==> config.mk <==
export PLATFORM = sky130hd
export DESIGN_NAME = dcef_top
export DESIGN_NICKNAME = d
export VERILOG_FILES = /design/src/hdl/dcef_pkg.sv /design/src/hdl/dcef_top.sv /design/src/hdl/dcef_byte_counter.sv
export SDC_FILE = /design/constraint.sdc
export NUM_CORES = 1
export LEC_CHECK = 0
export ABC_AREA = 1
export ABC_CLOCK_PERIOD_IN_PS = 7300
export BUFFER_PORTS_ARGS = -buffer_cell sky130_fd_sc_hd__buf_4
export CAP_MARGIN = 20
export CORE_AREA = 5 5 179 112
export DETAILED_ROUTE_END_ITERATION = 10
export DIE_AREA = 0 0 184 117
export PLACE_DENSITY = 0.64
export SLEW_MARGIN = 20
export SYNTH_ARGS = -nofsm -noshare
export SYNTH_HDL_FRONTEND = slang
export SYNTH_SLANG_ARGS = --single-unit
==> constraint.sdc <==
create_clock -name mclk -period 7.3 [get_ports mclk]
set_clock_uncertainty 0.2 [all_clocks]
set_input_delay 0 -clock mclk [delete_from_list [all_inputs] [get_ports mclk]]
set_output_delay 0 -clock mclk [all_outputs]
set_load 0.02 [all_outputs]
==> src/hdl/dcef_pkg.sv <==
// shared constants for the dma channel event flag block
package dcef_pkg;
    // register word offsets (byte addresses)
    localparam logic [7:0] DCEF_OFF_CTRL = 8'h00;
    localparam logic [7:0] DCEF_OFF_FLAGS = 8'h04;
    localparam logic [7:0] DCEF_OFF_MASK = 8'h08;
    localparam logic [7:0] DCEF_OFF_SRC_SIZE = 8'h0C;
    localparam logic [7:0] DCEF_OFF_DST_SIZE = 8'h10;
    localparam logic [7:0] DCEF_OFF_CELL_SIZE = 8'h14;
    localparam logic [7:0] DCEF_OFF_ABORT_SEL = 8'h18;
    localparam logic [7:0] DCEF_OFF_PROGRESS = 8'h1C;
    // widths
    localparam int DCEF_ADDR_W = 8;
    localparam int DCEF_SIZE_W = 16;
    localparam int DCEF_IRQ_W = 8;
    localparam int DCEF_FLAG_W = 6;
    // flag bit positions
    localparam int DCEF_BIT_ADDR_ERR = 0;
    localparam int DCEF_BIT_ABORT = 1;
    localparam int DCEF_BIT_CELL = 2;
    localparam int DCEF_BIT_BLOCK = 3;
    localparam int DCEF_BIT_DST_HALF = 4;
    localparam int DCEF_BIT_DST_DONE = 5;
    // control register field
    localparam int DCEF_BIT_CHAN_EN = 0;
    // reset values
    localparam logic [DCEF_FLAG_W-1:0] DCEF_RST_FLAGS = 6'h00;
    localparam logic [DCEF_FLAG_W-1:0] DCEF_RST_MASK = 6'h00;
    localparam logic [DCEF_SIZE_W-1:0] DCEF_RST_SIZE = 16'h0000;
    localparam logic [DCEF_IRQ_W-1:0] DCEF_RST_ABORT_SEL = 8'hFF;
    localparam logic DCEF_RST_CHAN_EN = 1'b0;
endpackage

==> src/hdl/dcef_top.sv <==
// dma channel event flags with avalon-mm register slave
// Operation
// - set destination done when pointer equals size
// - set half flag when pointer equals half
// - block flag on largest size or match
// - cell flag after each cell size bytes
// - matching abort request aborts, sets abort flag
// - address error flag on bad source/destination
`timescale 1ns/1ps
module dcef_top
    import dcef_pkg::*;
(
    input wire logic mclk, // system clock, 100 MHz
    input wire logic srst, // synchronous reset, active high
    input wire logic [DCEF_ADDR_W-1:0] avs_address, // byte address
    input wire logic avs_read, // read request
    input wire logic avs_write, // write request
    input wire logic [3:0] avs_byteenable, // write byte lanes
    input wire logic [31:0] avs_writedata, // write data
    output logic [31:0] avs_readdata, // read data
    output logic avs_waitrequest, // stall the master
    input wire logic byte_moved, // engine moved one byte this cycle
    input wire logic [DCEF_SIZE_W-1:0] destination_pointer, // engine destination pointer
    input wire logic pattern_match, // pulse: pattern match seen
    input wire logic irq_seen, // pulse: an interrupt request occurred
    input wire logic [DCEF_IRQ_W-1:0] irq_number, // number of that request
    input wire logic src_addr_bad, // pulse: source address invalid
    input wire logic dst_addr_bad, // pulse: destination address invalid
    output logic chan_enable, // channel may run
    output logic chan_abort, // pulse: transfer aborted
    output logic [DCEF_FLAG_W-1:0] event_flags, // sticky flags
    output logic irq // level interrupt
);
    logic ack_q;
    logic req;
    logic wr_now;
    logic rd_now;
    logic [31:0] rdata_q;
    logic [31:0] rdata_d;
    logic chan_en_q;
    logic [DCEF_FLAG_W-1:0] flags_q;
    logic [DCEF_FLAG_W-1:0] flags_d;
    logic [DCEF_FLAG_W-1:0] mask_q;
    logic [DCEF_FLAG_W-1:0] set_vec;
    logic [DCEF_FLAG_W-1:0] clr_vec;
    logic [DCEF_SIZE_W-1:0] src_size_q;
    logic [DCEF_SIZE_W-1:0] dst_size_q;
    logic [DCEF_SIZE_W-1:0] cell_size_q;
    logic [DCEF_IRQ_W-1:0] abort_sel_q;
    logic [DCEF_SIZE_W-1:0] block_size;
    logic [DCEF_SIZE_W-1:0] half_size;
    logic [DCEF_SIZE_W-1:0] cell_count;
    logic [DCEF_SIZE_W-1:0] block_count;
    logic cell_done;
    logic block_done;
    logic done_match;
    logic half_match;
    logic done_match_q;
    logic half_match_q;
    logic abort_hit;
    logic chan_abort_q;
    logic moving;
    logic restart;

    // bus handshake: one wait cycle, answer on the second
    assign req = avs_read || avs_write;
    assign avs_waitrequest = req && !ack_q;
    assign wr_now = avs_write && ack_q;
    assign rd_now = avs_read && ack_q;

    always_ff @(posedge mclk) begin
        if (srst) begin
            ack_q <= 1'b0;
        end else begin
            ack_q <= req && !ack_q;
        end
    end

    // read mux, captured in the wait cycle so data is stable at the ack edge
    always_comb begin
        rdata_d = 32'h0000_0000;
        case (avs_address)
            DCEF_OFF_CTRL: rdata_d[DCEF_BIT_CHAN_EN] = chan_en_q;
            DCEF_OFF_FLAGS: rdata_d[DCEF_FLAG_W-1:0] = flags_q;
            DCEF_OFF_MASK: rdata_d[DCEF_FLAG_W-1:0] = mask_q;
            DCEF_OFF_SRC_SIZE: rdata_d[DCEF_SIZE_W-1:0] = src_size_q;
            DCEF_OFF_DST_SIZE: rdata_d[DCEF_SIZE_W-1:0] = dst_size_q;
            DCEF_OFF_CELL_SIZE: rdata_d[DCEF_SIZE_W-1:0] = cell_size_q;
            DCEF_OFF_ABORT_SEL: rdata_d[DCEF_IRQ_W-1:0] = abort_sel_q;
            DCEF_OFF_PROGRESS: rdata_d = {block_count, cell_count};
            default: rdata_d = 32'h0000_0000; // unmapped reads as zero
        endcase
    end

    always_ff @(posedge mclk) begin
        if (srst) begin
            rdata_q <= 32'h0000_0000;
        end else if (avs_read && !ack_q) begin
            rdata_q <= rdata_d;
        end
    end
    assign avs_readdata = rdata_q;

    // size and select registers, low two byte lanes only
    always_ff @(posedge mclk) begin
        if (srst) begin
            src_size_q <= DCEF_RST_SIZE;
            dst_size_q <= DCEF_RST_SIZE;
            cell_size_q <= DCEF_RST_SIZE;
            abort_sel_q <= DCEF_RST_ABORT_SEL;
        end else if (wr_now) begin
            for (int i = 0; i < 2; i++) begin
                if (avs_byteenable[i]) begin
                    if (avs_address == DCEF_OFF_SRC_SIZE) begin
                        src_size_q[i*8 +: 8] <= avs_writedata[i*8 +: 8];
                    end
                    if (avs_address == DCEF_OFF_DST_SIZE) begin
                        dst_size_q[i*8 +: 8] <= avs_writedata[i*8 +: 8];
                    end
                    if (avs_address == DCEF_OFF_CELL_SIZE) begin
                        cell_size_q[i*8 +: 8] <= avs_writedata[i*8 +: 8];
                    end
                end
            end
            if (avs_address == DCEF_OFF_ABORT_SEL && avs_byteenable[0]) begin
                abort_sel_q <= avs_writedata[DCEF_IRQ_W-1:0];
            end
        end
    end

    // interrupt mask register
    always_ff @(posedge mclk) begin
        if (srst) begin
            mask_q <= DCEF_RST_MASK;
        end else if (wr_now && avs_address == DCEF_OFF_MASK && avs_byteenable[0]) begin
            mask_q <= avs_writedata[DCEF_FLAG_W-1:0];
        end
    end

    // abort detection: selected request number while running
    assign abort_hit = chan_en_q && irq_seen && (irq_number == abort_sel_q);

    // channel enable: software sets, an abort drops it; abort beats a write
    always_ff @(posedge mclk) begin
        if (srst) begin
            chan_en_q <= DCEF_RST_CHAN_EN;
        end else if (abort_hit) begin
            chan_en_q <= 1'b0;
        end else if (wr_now && avs_address == DCEF_OFF_CTRL && avs_byteenable[0]) begin
            chan_en_q <= avs_writedata[DCEF_BIT_CHAN_EN];
        end
    end

    always_ff @(posedge mclk) begin
        if (srst) begin
            chan_abort_q <= 1'b0;
        end else begin
            chan_abort_q <= abort_hit;
        end
    end
    assign chan_enable = chan_en_q;
    assign chan_abort = chan_abort_q;

    // byte counting only while enabled; restart on abort, disable or pattern match
    assign moving = chan_en_q && byte_moved;
    assign restart = abort_hit || !chan_en_q || (chan_en_q && pattern_match);
    assign block_size = (src_size_q > dst_size_q) ? src_size_q : dst_size_q;

    dcef_byte_counter u_cell (
        .mclk(mclk),
        .srst(srst),
        .clear(restart || block_done),
        .step(moving),
        .limit(cell_size_q),
        .done(cell_done),
        .count(cell_count)
    );

    dcef_byte_counter u_block (
        .mclk(mclk),
        .srst(srst),
        .clear(restart),
        .step(moving),
        .limit(block_size),
        .done(block_done),
        .count(block_count)
    );

    // pointer compares; only the rising match counts, so a parked pointer fires once
    assign half_size = {1'b0, dst_size_q[DCEF_SIZE_W-1:1]};
    assign done_match = chan_en_q && (dst_size_q != DCEF_RST_SIZE) && (destination_pointer == dst_size_q);
    assign half_match = chan_en_q && (half_size != DCEF_RST_SIZE) && (destination_pointer == half_size);

    always_ff @(posedge mclk) begin
        if (srst) begin
            done_match_q <= 1'b0;
            half_match_q <= 1'b0;
        end else begin
            done_match_q <= done_match;
            half_match_q <= half_match;
        end
    end

    // event sources for each flag bit
    always_comb begin
        set_vec = DCEF_RST_FLAGS;
        set_vec[DCEF_BIT_DST_DONE] = done_match && !done_match_q;
        set_vec[DCEF_BIT_DST_HALF] = half_match && !half_match_q;
        set_vec[DCEF_BIT_BLOCK] = block_done || (chan_en_q && pattern_match);
        set_vec[DCEF_BIT_CELL] = cell_done;
        set_vec[DCEF_BIT_ABORT] = abort_hit;
        set_vec[DCEF_BIT_ADDR_ERR] = chan_en_q && (src_addr_bad || dst_addr_bad);
    end

    // clears: only the flags the read reported, or write-one-to-clear;
    // an event landing between capture and ack would otherwise be lost unseen
    always_comb begin
        clr_vec = DCEF_RST_FLAGS;
        if (rd_now && avs_address == DCEF_OFF_FLAGS) begin
            clr_vec = rdata_q[DCEF_FLAG_W-1:0];
        end else if (wr_now && avs_address == DCEF_OFF_FLAGS && avs_byteenable[0]) begin
            clr_vec = avs_writedata[DCEF_FLAG_W-1:0];
        end
    end

    // set applied after clear so a same-cycle event is never lost
    assign flags_d = (flags_q & ~clr_vec) | set_vec;

    always_ff @(posedge mclk) begin
        if (srst) begin
            flags_q <= DCEF_RST_FLAGS;
        end else begin
            flags_q <= flags_d;
        end
    end

    assign event_flags = flags_q;
    assign irq = |(flags_q & mask_q);
endmodule

==> src/hdl/dcef_byte_counter.sv <==
// byte counter that pulses when a programmed limit is reached
`timescale 1ns/1ps
module dcef_byte_counter
    import dcef_pkg::*;
(
    input wire logic mclk, // system clock
    input wire logic srst, // synchronous reset, active high
    input wire logic clear, // restart the count
    input wire logic step, // one byte moved
    input wire logic [DCEF_SIZE_W-1:0] limit, // bytes per unit, zero disables
    output logic done, // pulse: last byte of the unit moved
    output logic [DCEF_SIZE_W-1:0] count // bytes moved in current unit
);
    logic [DCEF_SIZE_W-1:0] count_q;
    logic [DCEF_SIZE_W-1:0] count_d;
    logic hit;

    // limit reached on this step; zero limit never fires
    assign hit = step && (limit != DCEF_RST_SIZE) && ((count_q + 16'h0001) == limit);
    assign done = hit;
    assign count = count_q;

    // next count: wrap on hit so back to back units keep counting
    always_comb begin
        count_d = count_q;
        if (clear || hit) begin
            count_d = DCEF_RST_SIZE;
        end else if (step) begin
            count_d = count_q + 16'h0001;
        end
    end

    always_ff @(posedge mclk) begin
        if (srst) begin
            count_q <= DCEF_RST_SIZE;
        end else begin
            count_q <= count_d;
        end
    end
endmodule

### Yosys cells after proc, flatten, opt, wreduce, memory -nomap -nowiden

Cells that the tools add are included.

| storage, ports and cells | value |
|---|---|
| register bits | 137 |
| latch bits | 0 |
| memory bits (writable) | 0 |
| ROM bits | 0 |
| input port bits | 77 |
| output and inout bits | 42 |
| word-level logic and storage cells | 98 |
| memories | 0 |

| operators by class | value |
|---|---|
| add/subtract/negate cells | 2 |
| $mul | 0 |
| div/mod/pow operators | 0 |
| magnitude comparators | 1 |
| equal/unequal tests | 12 |
| shift-type cells | 0 |
| multiplexer cells | 8 |
| bitwise operators | 4 |
| reductions and logical operators | 54 |

Operators with widths:

| kind | count |
|---|---|
| 16-bit nonzero test | 4 |
| 16-bit equality test | 3 |
| 5-bit case mux with 7 select lines | 1 |
| 16-bit by 1-bit adder with 16-bit output (second input constant) | 2 |
| 8-bit by 5-bit equality test with 1-bit output (second input constant) | 4 |
| 16-bit two-way mux | 2 |
| 8-bit case mux with 4 select lines | 1 |
| 1-bit logical AND | 27 |
| 3-bit AND reduction | 6 |
| 16-bit by 15-bit equality test with 1-bit output | 1 |
| 8-bit by 4-bit equality test with 1-bit output (second input constant) | 2 |
| 16-bit > comparator | 1 |
| 6-bit bitwise AND | 2 |
| 6-bit two-way mux | 2 |
| 2-bit case mux with 5 select lines | 1 |
| 8-bit by 3-bit equality test with 1-bit output (second input constant) | 1 |
| 8-bit equality test | 1 |
| 8-bit zero test | 1 |
| 1-bit case mux with 8 select lines | 1 |
| 1-bit logical OR | 7 |
| 6-bit NOT | 1 |
| 6-bit bitwise OR | 1 |
| 2-bit OR reduction | 3 |
| 6-bit OR reduction | 1 |
| other kinds (2) | 5 |

### Depth between registers and ports, before layout

Gate-level depths: netlist of the first run.

| depth | value |
|---|---|
| word-level depth | 8 |
| depth in mapped cells | 25 |
| depth with buffers taken out | 23 |

### Cells and area by module

From an unflattened synthesis of the first run, not the netlist that was laid out.

| second synthesis, totals | value |
|---|---|
| cell total of the unflattened synthesis | 1413 |
| area, all modules | 9068.7 sq um |

Modules (own cells, without submodules):

| module | instances | cells each | area each (sq um) | seq. area each (sq um) |
|---|---|---|---|---|
| dcef_top | 1 | 879 | 5978.2 | 2102.0 |
| dcef_byte_counter | 2 | 267 | 1545.2 | 320.3 |

### Worst setup path before layout of the first run

No wires, ideal clock.

| path | value |
|---|---|
| path type | reg-to-reg |
| start | register dst_size_q[15] |
| end | register u_cell.count_q[6], in the netlist u_cell.count[6] |
| setup time | 119 ps |
| arrival time | 2387 ps |
| required time | 6981 ps |
| setup slack | 4595 ps |
| stages on the path, launching flop included | 19 |
| buffers on the path | 2 |
| period minus slack after synthesis | 2705 ps |
| path through | dfxtp_1 -> clkinv_1 -> ha_1 -> a21oi_1 -> o21ai_1 -> nor2_1 -> nand2_4 -> buf_4 -> nand3_1 -> nand2_1 -> nand2_1 -> nand2_1 -> nor2_1 -> nand3_1 -> nor2_2 -> nand2_4 -> nand3_4 -> buf_8 -> nor2_2 |

| between the ends | value |
|---|---|
| cells in the longest elaborated chain, start to end | 8 |
| elaborated cells between the ends (all ways) | 9 |
| classes of those cells | order compare (1); eq/ne (1); mux (1); reduce/logical (6) |

Ends and longest elaborated chain:

| item | RTL line | source |
|---|---|---|
| start: declaration | dcef_top.sv:47 | `logic [DCEF_SIZE_W-1:0] dst_size_q;` |
| start signal: indexed assignment | dcef_top.sv:118 | `dst_size_q[i*8 +: 8] <= avs_writedata[i*8 +: 8];` |
| 16-bit > comparator | dcef_top.sv:167 | `assign block_size = (src_size_q > dst_size_q) ? src_size_q : dst_size_q;` |
| 16-bit two-way mux (*) | dcef_top.sv:167 |  |
| 16-bit nonzero test | dcef_byte_counter.sv:19 | `assign hit = step && (limit != DCEF_RST_SIZE) && ((count_q + 16'h0001) == limit);` |
| 1-bit logical AND | dcef_byte_counter.sv:19 |  |
| 1-bit logical AND (*) | dcef_byte_counter.sv:19 |  |
| 1-bit logical OR (*) | dcef_top.sv:172 | `.clear(restart \|\| block_done),` |
| 1-bit logical OR (*) | dcef_byte_counter.sv:26 | `if (clear \|\| hit) begin` |
| 2-bit OR reduction (no source line) (*) | -- |  |
| end signal: assignment | dcef_byte_counter.sv:37 | `count_q <= count_d;` |
| end: declaration | dcef_byte_counter.sv:14 | `logic [DCEF_SIZE_W-1:0] count_q;` |

Mark *: on every way between the ends. The rest lies on a longest branch, timed or not.
A chain may end at the register's enable or synchronous reset.

### Final worst setup path of the first run

| path | value |
|---|---|
| start | input port avs_address[3] |
| end | register flags_q[1], in the netlist event_flags[1] |

| between the ends | value |
|---|---|
| cells in the longest elaborated chain, start to end | 8 |
| elaborated cells between the ends (all ways) | 9 |
| classes of those cells | eq/ne (1); mux (2); bitwise (3); reduce/logical (3) |

Ends and longest elaborated chain:

| item | RTL line | source |
|---|---|---|
| start: declaration | dcef_top.sv:15 | `input wire logic [DCEF_ADDR_W-1:0] avs_address,` |
| 8-bit by 3-bit equality test with 1-bit output (*) | dcef_top.sv:219, dcef_top.sv:221 |  |
| 1-bit logical AND (2 in series) | dcef_top.sv:221 | `end else if (wr_now && avs_address == DCEF_OFF_FLAGS && avs_byteenable[0]) begin` |
| 6-bit two-way mux | dcef_top.sv:221 |  |
| 6-bit two-way mux (*) | dcef_top.sv:219 | `if (rd_now && avs_address == DCEF_OFF_FLAGS) begin` |
| 6-bit NOT (*) | dcef_top.sv:227 | `assign flags_d = (flags_q & ~clr_vec) \| set_vec;` |
| 6-bit bitwise AND (*) | dcef_top.sv:227 |  |
| 6-bit bitwise OR (*) | dcef_top.sv:227 |  |
| end signal: assignment | dcef_top.sv:233 | `flags_q <= flags_d;` |
| end: declaration | dcef_top.sv:41 | `logic [DCEF_FLAG_W-1:0] flags_q;` |

Marks and branches as above.

==> results of run 1 <==
[logic make-up (layout without fill, tap and decap cells)]
logic type / count (synthesis) / count (layout) / synth area share [%]
compound gates: 311 / 311 / 21.51
xor+xnor: 28 / 28 / 3.046
fa+ha+maj: 18 / 18 / 2.797
buf+inv: 210 / 350 / 10.29
flops: 137 / 137 / 34.06
mux: 1 / 1 / 0.1243
other cells: 0 / 1 / 0
simple gates: 511 / 511 / 28.17
[per-stage QoR]
step           hold WS [ns]  utilization, %  cell area, um^2  instances
2_1_floorplan       -0.1232               -             8051       1216
3_3_place_gp        0.07693           48.44             8935       1520
3_5_place_dp        0.09402           48.44             8935       1520
4_1_cts             0.01416           54.92            10130       1602
5_1_grt             0.07659           54.92            10130       1602
6_report            0.02096           54.94            10130       1603
[power groups by stage]
stage                     clock, W  combinational, W  sequential [W]
after floorplan                  0         0.0000458        0.000783
after global placement           0          0.000115        0.000776
after detailed placement         0          0.000116        0.000776
after CTS                  0.00104          0.000130        0.000760
after global routing       0.00107          0.000142        0.000760
final                      0.00104          0.000133        0.000759
[synth_stat cells, drive strengths merged, types with 9 or more instances]
| library cell | number | area, um^2 |
|---|---|---|
| nand3 | 68 | 370.4 |
| nor3 | 19 | 117.6 |
| clkbuf | 38 | 142.6 |
| o22ai | 35 | 219.0 |
| a21oi | 104 | 520.5 |
| xor2 | 24 | 210.2 |
| nor2 | 107 | 451.7 |
| a221oi | 10 | 87.58 |
| nand2 | 282 | 1096 |
| o211ai | 11 | 82.58 |
| inv | 161 | 604.3 |
| o21ai | 134 | 670.6 |
| ha | 18 | 225.2 |
| nor4 | 9 | 56.30 |
| dfxtp | 137 | 2743 |
| nand4 | 16 | 106.4 |
[metal layers]
layer	vias up	track usage, %
met5	-	0
met4	0	5.810
met3	31	7.597
met2	409	37.67
met1	4084	41.92
li1	4304	-
[flip-flops by register name (all words and copies together), names as in the netlist, 8 cells and up]
| register | count |
|---|---|
| u_block.count | 16 |
| src_size_q | 16 |
| cell_size_q | 16 |
| u_cell.count | 16 |
| dst_size_q | 16 |
| avs_readdata | 32 |
| abort_sel_q | 8 |
[worst min-delay path, cell delays in order]
cell,delay (ns)
buf_4,0.08
nand2_1,0.05
buf_4,0.25
xor2_1,0.17
nor2_1,0.05
[worst max path at each step]
stage	start	endpoint	slack (ns)	cells after the start
floorplan	dst_size_q[15]	u_cell.count[6]	4.59	18
global placement	dst_size_q[6]	u_cell.count[3]	3.95	19
detailed placement	dst_size_q[6]	u_cell.count[3]	3.91	19
CTS	dst_size_q[9]	event_flags[4]	3.74	7
global route	avs_address[3]	event_flags[1]	3.50	11
finish	avs_address[3]	event_flags[1]	3.61	11
[area by class of cell]
class	instances	area, um^2
inverter	164	615.6
fill	1837	8312
tap	246	307.8
clock buffer	18	429.2
antenna	1	2.502
sequential	137	2743
multi-input combinational	869	4488
timing repair buffer	154	1281
clock inverter	14	266.5
[what timing repair did]
action	4_1_cts	5_1_grt
endpoints found under the setup margin	0	0
hold endpoints to repair	119	0
hold buffers	50	0
==> results.yml, run 1 <==
min_path:
  hold_end: "u_cell.count[0]"
  holdCritPathClass: "in -> reg"
  whs_path_depth: 5
  hp-start: "byte_moved"
pwr:
  clockPowerShare_pct: 53.7
  pwr-share-comb_pct: 6.9
  p_leak_nw: 4.284
  powerDensity_nw_per_um2: 190.3
  intPower_w: 0.001491
  power.total_w: 0.001928
  seqPwrFrac_pct: 39.4
  power_switching_w: 0.0004376
  swShare_pct: 22.69
  peakVddDrop_uv: 188.6
place:
  dpl.hpwl_mm: 21.85
  port_buffers: 100
  pre_cts_slack_ns: 3.909
  place_congestion: 0.9951
worst_setup_path:
  worst-path-max-fanout: 9
  crit_family: "buffers and inverters"
  critPathRequiredTime_ns: 7.47
  cpPeakStageDelay_ns: 0.85
  path_cells: "dlygate4sd3_1 > buf_4 > nor3_1 > nand2_1 > nor3_1 > inv_1 > nand3_1 > dlygate4sd3_1 > nand3_1 > a21oi_1 > dlygate4sd3_1"
  path_common_cell: "dlygate4sd3_1"
  start_kind: "input port"
  criticalPathCategory: "in -> reg"
  arrival_ns: 3.86
  cp.buffers_inverters: 5
  regToRegSetupSlack_ns: 3.72
  critical_path.endpoint_type: "flip-flop"
  slowest_stage: "nor3_1"
  r2r-end: "event_flags[4]"
  r2r_cells: 8
  r2r_start: "dst_size_q[10]"
yosys:
  ys_ff_latch: 137
  synth_edf_count: 0
  async_flop_share_pct: 0
  synthesis.nets: 1311
  synth_cells: 1216
  ys.warnings.count: 0
  ys_seq_area_share_pct: 34.06
  netlist-cell-type-count: 49
  synthFlopType: "dfxtp_1"
  syn_area_um2: 8051
  avgSynthCellArea_um2: 6.621
clocking:
  cts.htree.levels: 4
  root_buffer: "clkbuf_16"
  cts_setup_buffers: 0
  cts_max_path_buffers: 2
  clk_pin_slew_ns: 0.06
  cts.sinks: 137
  cts_made_buffers: 17
  post_cts_resized: 0
  clk_latency_ns: 0.43
  cts_tree: "yes"
floorplan:
  rows: 39
  coreArea_um2: 18450
  die_w_um: 184
  ios: 119
  initial_core_util_pct: 43.65
  die_h_um: 117
  dieArea_um2: 21530
layout:
  layout_common_cells: "nand2_1, inv_1, dfxtp_1, o21ai_0"
  drive_gt1_share_pct: 12.76
  fin_nets: 1438
  syn_to_final_growth_pct: 25.86
  mostFrequentLayoutCell: "nand2_1"
routing:
  route.vias.total: 8828
  vias_per_cell: 5.507
  drcViolationCount: 0
  firstDrtPassIters: 6
  met1Wirelength_mm: 14.24
  first_iter_violations: 1026
  wl_mm: 29.23
  dr.max_layer_used: "met4"
  routed-wl-met2_mm: 11.54
  antenna_left: 0
  wl_per_cell_um: 18.23
  wl_met3_mm: 3.139
sta:
  relSlewSlack_pct: 31.69
  fin_crit_sh_pct: 50.53
  fmax_mhz: 271.1
  worst_slack_ns: 3.611
  worst_slew_pin_slew_ns: 1.021
  timing_hold_violations_final: 0
  setup_tns_ns: 0
  min_period_ns: 3.689
  rsz0062_at_grt: "false"
  setup_viol: 0
  slew_violations: 0
grt:
  gr-total-overflow: 0
  grt_pass1_vias: 8039
  antenna_found_initial: 0
  grt_max_degree: 83
  grt_first_pass_wirelength_mm: 45.31
  track_usage_pct: 27.29
run:
  maxCapViolations: 0
run_status:
  outcome: "finished, final reports clean"
No activity file was read; power rests on OpenSTA's default activity.
==> run 2, diff against run 1 <==
- ABC_AREA: 1 -> 0
- ABC_CLOCK_PERIOD_IN_PS: 7300 -> 2950
- CORE_AREA: 5 5 179 112 -> 5 5 178 111
- DIE_AREA: 0 0 184 117 -> 0 0 183 116
- PLACE_DENSITY: 0.64 -> 0.66
- clock period: 7.3 -> 2.95 ns (I/O delays scaled with it)
==> results.yml, run 2 <==
worst_setup_path:
  crit_start: "src_size_q[7]"
  r2r_start: "src_size_q[7]"
  arrival_ns: 3.60
  worst-path-max-fanout: 8
  slowest_stage: "or3b_4"
  path_cells: "ha_4 > a21oi_2 > o21ai_1 > a221oi_2 > buf_4 > o221ai_4 > buf_6 > a22oi_2 > nand4_1 > o21ai_2 > or3b_4 > nor4_4 > buf_4 > clkbuf_16 > nor3_1"
  cpPeakStageDelay_ns: 0.42
  criticalPathCategory: "reg -> reg"
  start_kind: "flip-flop"
  path_common_cell: "buf_4"
  critPathRequiredTime_ns: 3.07
  critical_path.endpoint_type: "flip-flop"
yosys:
  synth_cells: 978
  synth.top_cell.area_share_pct: 34.72
  yosys.area.top_type: "dfxtp_1"
  netlist-cell-type-count: 63
  synth_edf_count: 0
  yosys.area_share.simple_pct: 24.28
  syn_area_um2: 7900
  synthesis.nets: 1073
  synth_common_cells: "dfxtp_1, nand2_1, a21oi_1, nor2_1, xnor2_1"
  synth.top_cells.by_area: "dfxtp_1, xnor2_1, nand2_1"
  synthFlopType: "dfxtp_1"
  synthAdderAreaFrac_pct: 2.851
  async_flop_share_pct: 0
  synth_xor_area_share_pct: 13.75
  avgSynthCellArea_um2: 8.078
  synth-compound-area-share_pct: 13.30
  yosysMostFrequentCell: "dfxtp_1"
  synth_top_family_by_area: "simple AND/OR/NAND/NOR gates"
  ys_seq_area_share_pct: 34.72
  ys.warnings.count: 0
  ys_ff_latch: 137
  synthMuxAreaShare_pct: 5.923
sta:
  min_period_ns: 3.479
  timing_hold_violations_final: 0
  slew_violations: 0
  relSlewSlack_pct: 33.62
  setup_viol: 33
  worst_slew_pin_slew_ns: 0.9832
  rsz0062_at_grt: "true"
  worst_slack_ns: -0.5292
  fmax_mhz: 287.4
  fin_crit_sh_pct: 117.9
clocking:
  cts.htree.levels: 4
  cts_max_path_buffers: 2
  clk_latency_ns: 0.44
  root_buffer: "clkbuf_16"
  clk_pin_slew_ns: 0.06
  cts.sinks: 137
  cts_tree: "yes"
  cts_made_buffers: 17
place:
  dpl.hpwl_mm: 21.32
  dp.cells: 1363
  port_buffers: 100
  place_congestion: 0.9480
  pre_cts_slack_ns: -0.4430
floorplan:
  initial_core_util_pct: 44.31
  die_w_um: 183
  coreArea_um2: 17830
  dieArea_um2: 21230
  ios: 119
  rows: 38
  die_h_um: 116
pwr:
  powerDensity_nw_per_um2: 373.3
  p_leak_nw: 4.237
  peakVddDrop_uv: 363.2
routing:
  firstDrtPassIters: 6
  drcViolationCount: 0
  route.vias.total: 8398
  first_iter_violations: 1171
  antenna_left: 0
  wl_mm: 29.54
  vias_per_cell: 5.740
  wl_per_cell_um: 20.19
layout:
  layout_common_cells: "buf_4, dfxtp_1, nand2_1, a21oi_1, xnor2_1"
  largest_register_ffs: 32
  fin_util_pct: 62.44
  stdcell_count: 1463
  drive_gt1_share_pct: 29.52
  diodes: 0
  syn_to_final_growth_pct: 40.93
  fin_nets: 1306
  mostFrequentLayoutCell: "buf_4"
grt:
  grt_first_pass_wirelength_mm: 44.97
  track_usage_pct: 27.46
  grt_pass1_vias: 7890
  grt_max_degree: 90
  gr-total-overflow: 0
  antenna_found_initial: 0
min_path:
  hp-start: "destination_pointer[3]"
  holdCritPathClass: "in -> reg"
run_status:
  outcome: "finished, violations left"
  violations: "negative setup slack"
run:
  maxCapViolations: 0
## run 2: what timing repair did
| action | CTS | global route |
|---|---|---|
| buffers inserted | 24 | 4 |
| pin swaps | 17 | 14 |
| resized for setup | 48 | 13 |
| endpoints found under the hold margin | 94 | 0 |
| endpoints found under the setup margin | 33 | 33 |
| hold buffers | 39 | 0 |
| gates cloned | 1 | 1 |
## run 2: cells by family (layout without fill, tap and decap cells)
kind of cell,after synthesis,count (layout)
adder cells (fa/ha/maj),18,18
flip-flops,137,137
XOR/XNOR,124,124
AO/OA/AOI/OAI,168,168
AND/OR/NAND/NOR,390,390
multiplexers,44,44
buffers and inverters,97,342
## run 2: cell type report
class	count	area, um^2
flip-flops and latches	137	2755
inverters	22	82.58
well taps	240	300.3
repair buffers	289	2352
multi-input cells	744	5089
clock inverters	11	97.59
clock buffers	20	456.7
fillers	1508	6696
## run 2: power breakdown
part	switching (W)	internal [W]	total, W
sequential	0.00000597	0.00185	0.00186
combinational	0.000133	0.000120	0.000254
clock	0.000846	0.00120	0.00204
## run 2: metrics by stage
step / instance area, um^2 / hold slack [ns] / power [W] / TNS, ns
2_1_floorplan: 8094 / -0.07115 / 0.001985 / -5.213
3_5_place_dp: 9688 / 0.06147 / 0.002110 / -13.96
4_1_cts: 11020 / 0.03378 / 0.004153 / -7.062
6_report: 11130 / 0.05027 / 0.004157 / -14.92
5_1_grt: 11130 / 0.08121 / 0.004272 / -16.81
3_3_place_gp: 9688 / 0.06111 / 0.002109 / -11.46
## run 2: layer usage
metal	track usage, %	vias to the layer above	wire length, um
li1	-	3889	-
met3	6.901	69	3491
met5	0	-	0
met1	41.63	3960	13750
met4	8.284	0	677
met2	37.97	480	11620
## run 2: worst max-delay path, delay by kind of cell (launching register included)
kind            cells  cell delay [ns]
compound gates      6             1.02
simple gates        4             0.83
fa+ha+maj           1             0.24
flops               1             0.39
buf+inv             4             0.69
## run 2: worst paths after layout
kind | endpoint | slack, ns | cells past startpoint
setup / recovery | u_block.count[0] | -0.53 | 15
hold / removal | event_flags[4] | 0.05 | 6
setup reg to reg | u_block.count[0] | -0.53 | 15
hold reg to reg | avs_readdata[19] | 0.25 | 2
==> run 3, diff against run 2 <==
- ABC_CLOCK_PERIOD_IN_PS: 2950 -> 3280
- CELL_PAD_IN_SITES_DETAIL_PLACEMENT: not set -> 1
- CELL_PAD_IN_SITES_GLOBAL_PLACEMENT: not set -> 2
- CORE_AREA: 5 5 178 111 -> 5 5 203 127
- DIE_AREA: 0 0 183 116 -> 0 0 208 132
- PLACE_DENSITY: 0.66 -> 0.79
- clock period: 2.95 -> 3.28 ns (I/O delays scaled with it)
==> results.yml, run 3 (synthesized netlist as in run 2, its figures left out) <==
run_status:
  outcome: "finished, violations left"
  violations: "negative setup slack"
routing:
  dr.max_layer_used: "met4"
  antenna_left: 0
  drcViolationCount: 0
  wl_per_cell_um: 22.52
  first_iter_violations: 617
  route.vias.total: 8037
  vias_per_cell: 5.383
  met1Wirelength_mm: 16.64
  wl_mm: 33.63
  routed-wl-met2_mm: 13.91
  firstDrtPassIters: 6
  wl_met3_mm: 2.719
clocking:
  clk_pin_slew_ns: 0.06
  cts.htree.levels: 4
  cts.sinks: 137
  clk_latency_ns: 0.44
  cts_max_path_buffers: 2
  cts_made_buffers: 17
  cts_tree: "yes"
  root_buffer: "clkbuf_16"
layout:
  drive_gt1_share_pct: 25.36
  largest_register_ffs: 32
  regArea_um2: 2750
  fin_nets: 1253
  fill_cells: 2795
  mostFrequentLayoutCell: "buf_4"
  syn_to_final_growth_pct: 38.52
  layout_common_cells: "buf_4, dfxtp_1, nand2_1, a21oi_1, xnor2_1"
  multi_input_area_um2: 5121
  final_area_um2: 10940
  diodes: 0
  stdcell_count: 1493
run:
  maxCapViolations: 0
sta:
  timing_hold_violations_final: 0
  slew_violations: 0
  setup_viol: 24
  holdWs_ns: 0.05273
  fmax_mhz: 303.0
  fin_crit_sh_pct: 100.6
  relSlewSlack_pct: 21.96
  rsz0062_at_grt: "true"
  min_period_ns: 3.300
  worst_slew_pin_slew_ns: 1.156
  setup_tns_ns: -0.3066
  worst_slack_ns: -0.02038
floorplan:
  dieArea_um2: 27460
  ios: 119
  initial_core_util_pct: 33.37
  rows: 44
  die_h_um: 132
  die_w_um: 208
  coreArea_um2: 23670
min_path:
  holdCritPathClass: "in -> reg"
  hp-start: "destination_pointer[11]"
  whs_path_depth: 6
  hold_end: "event_flags[4]"
place:
  dpl_cell_area_um2: 9488
  dp.cells: 1414
  dpl.hpwl_mm: 25.21
  place_congestion: 0.8568
  port_buffers: 100
worst_setup_path:
  worst-path-max-fanout: 8
  r2r_start: "dst_size_q[5]"
  r2r-end: "u_cell.count[7]"
  critPathRequiredTime_ns: 3.41
  criticalPathCategory: "reg -> reg"
  regToRegSetupSlack_ns: -0.02
  r2r_cells: 13
  start_kind: "flip-flop"
  arrival_ns: 3.43
  critical_path.endpoint_type: "flip-flop"
grt:
  grt_pass1_vias: 8075
  grt_first_pass_wirelength_mm: 50.67
  track_usage_pct: 23.87
  antenna_found_initial: 1
  gr-total-overflow: 0
  grt_max_degree: 54
pwr:
  peakVddDrop_uv: 354.4
  p_leak_nw: 4.014
  powerDensity_nw_per_um2: 374.8
==> run 3: metal layers <==
metal	vias up	track usage (%)
met5	-	0
met4	0	4.594
met3	26	7.158
met2	264	34.11
met1	3961	35.62
li1	3786	-
==> run 3: layout make-up <==
class	instances	share of cell area, %
tap	322	3.682
sequential	137	25.13
multi-input combinational	744	46.80
clock buffer	21	4.208
inverter	22	0.7546
clock inverter	11	1.761
timing repair buffer	236	17.67
==> run 3: critical path, stage by stage, from the launching register on <==
cell,delay [ns]
dfxtp_2,0.33
inv_2,0.05
ha_4,0.25
nand4_1,0.18
or3_4,0.47
o221a_4,0.33
nor2_4,0.17
buf_6,0.14
a21oi_4,0.06
xnor2_2,0.18
nand4_1,0.27
o21ai_4,0.29
clkbuf_16,0.22
nor2_2,0.04
==> run 3: metrics by stage <==
stage	setup slack [ns]	total power, W	utilization (%)
6_report	-0.02038	0.004101	46.23
5_1_grt	-0.1817	0.004204	46.23
4_1_cts	-0.001321	0.004114	45.07
3_5_place_dp	-0.06316	0.001909	40.08
3_3_place_gp	0.004763	0.001906	40.08
2_1_floorplan	0.001615	0.001785	-
==> run 3: timing repair <==
action / in CTS / in global routing
pin swaps: 5 / 27
gates resized for setup: 12 / 54
endpoints found under the setup margin: 32 / 33
endpoints found under the hold margin: 124 / 0
hold buffers: 43 / 0
gates cloned: 0 / 1
buffers inserted: 1 / 3
==> run 3: how the worst max path moves through the flow <==
stage                                  end           start
after floorplan           u_block.count[0]  dst_size_q[12]
after global placement    u_block.count[7]   dst_size_q[5]
after detailed placement  u_block.count[7]   dst_size_q[6]
after CTS                 u_block.count[1]  dst_size_q[15]
after global routing       u_cell.count[7]   dst_size_q[8]
final                      u_cell.count[7]   dst_size_q[5]
==> run 3: power by group <==
part	switching, W	total, W	internal, W	leakage, nW
Combinational	0.000127	0.000234	0.000107	2.59
Sequential	0.00000562	0.00167	0.00167	1.11
Clock	0.000804	0.00219	0.00139	0.314
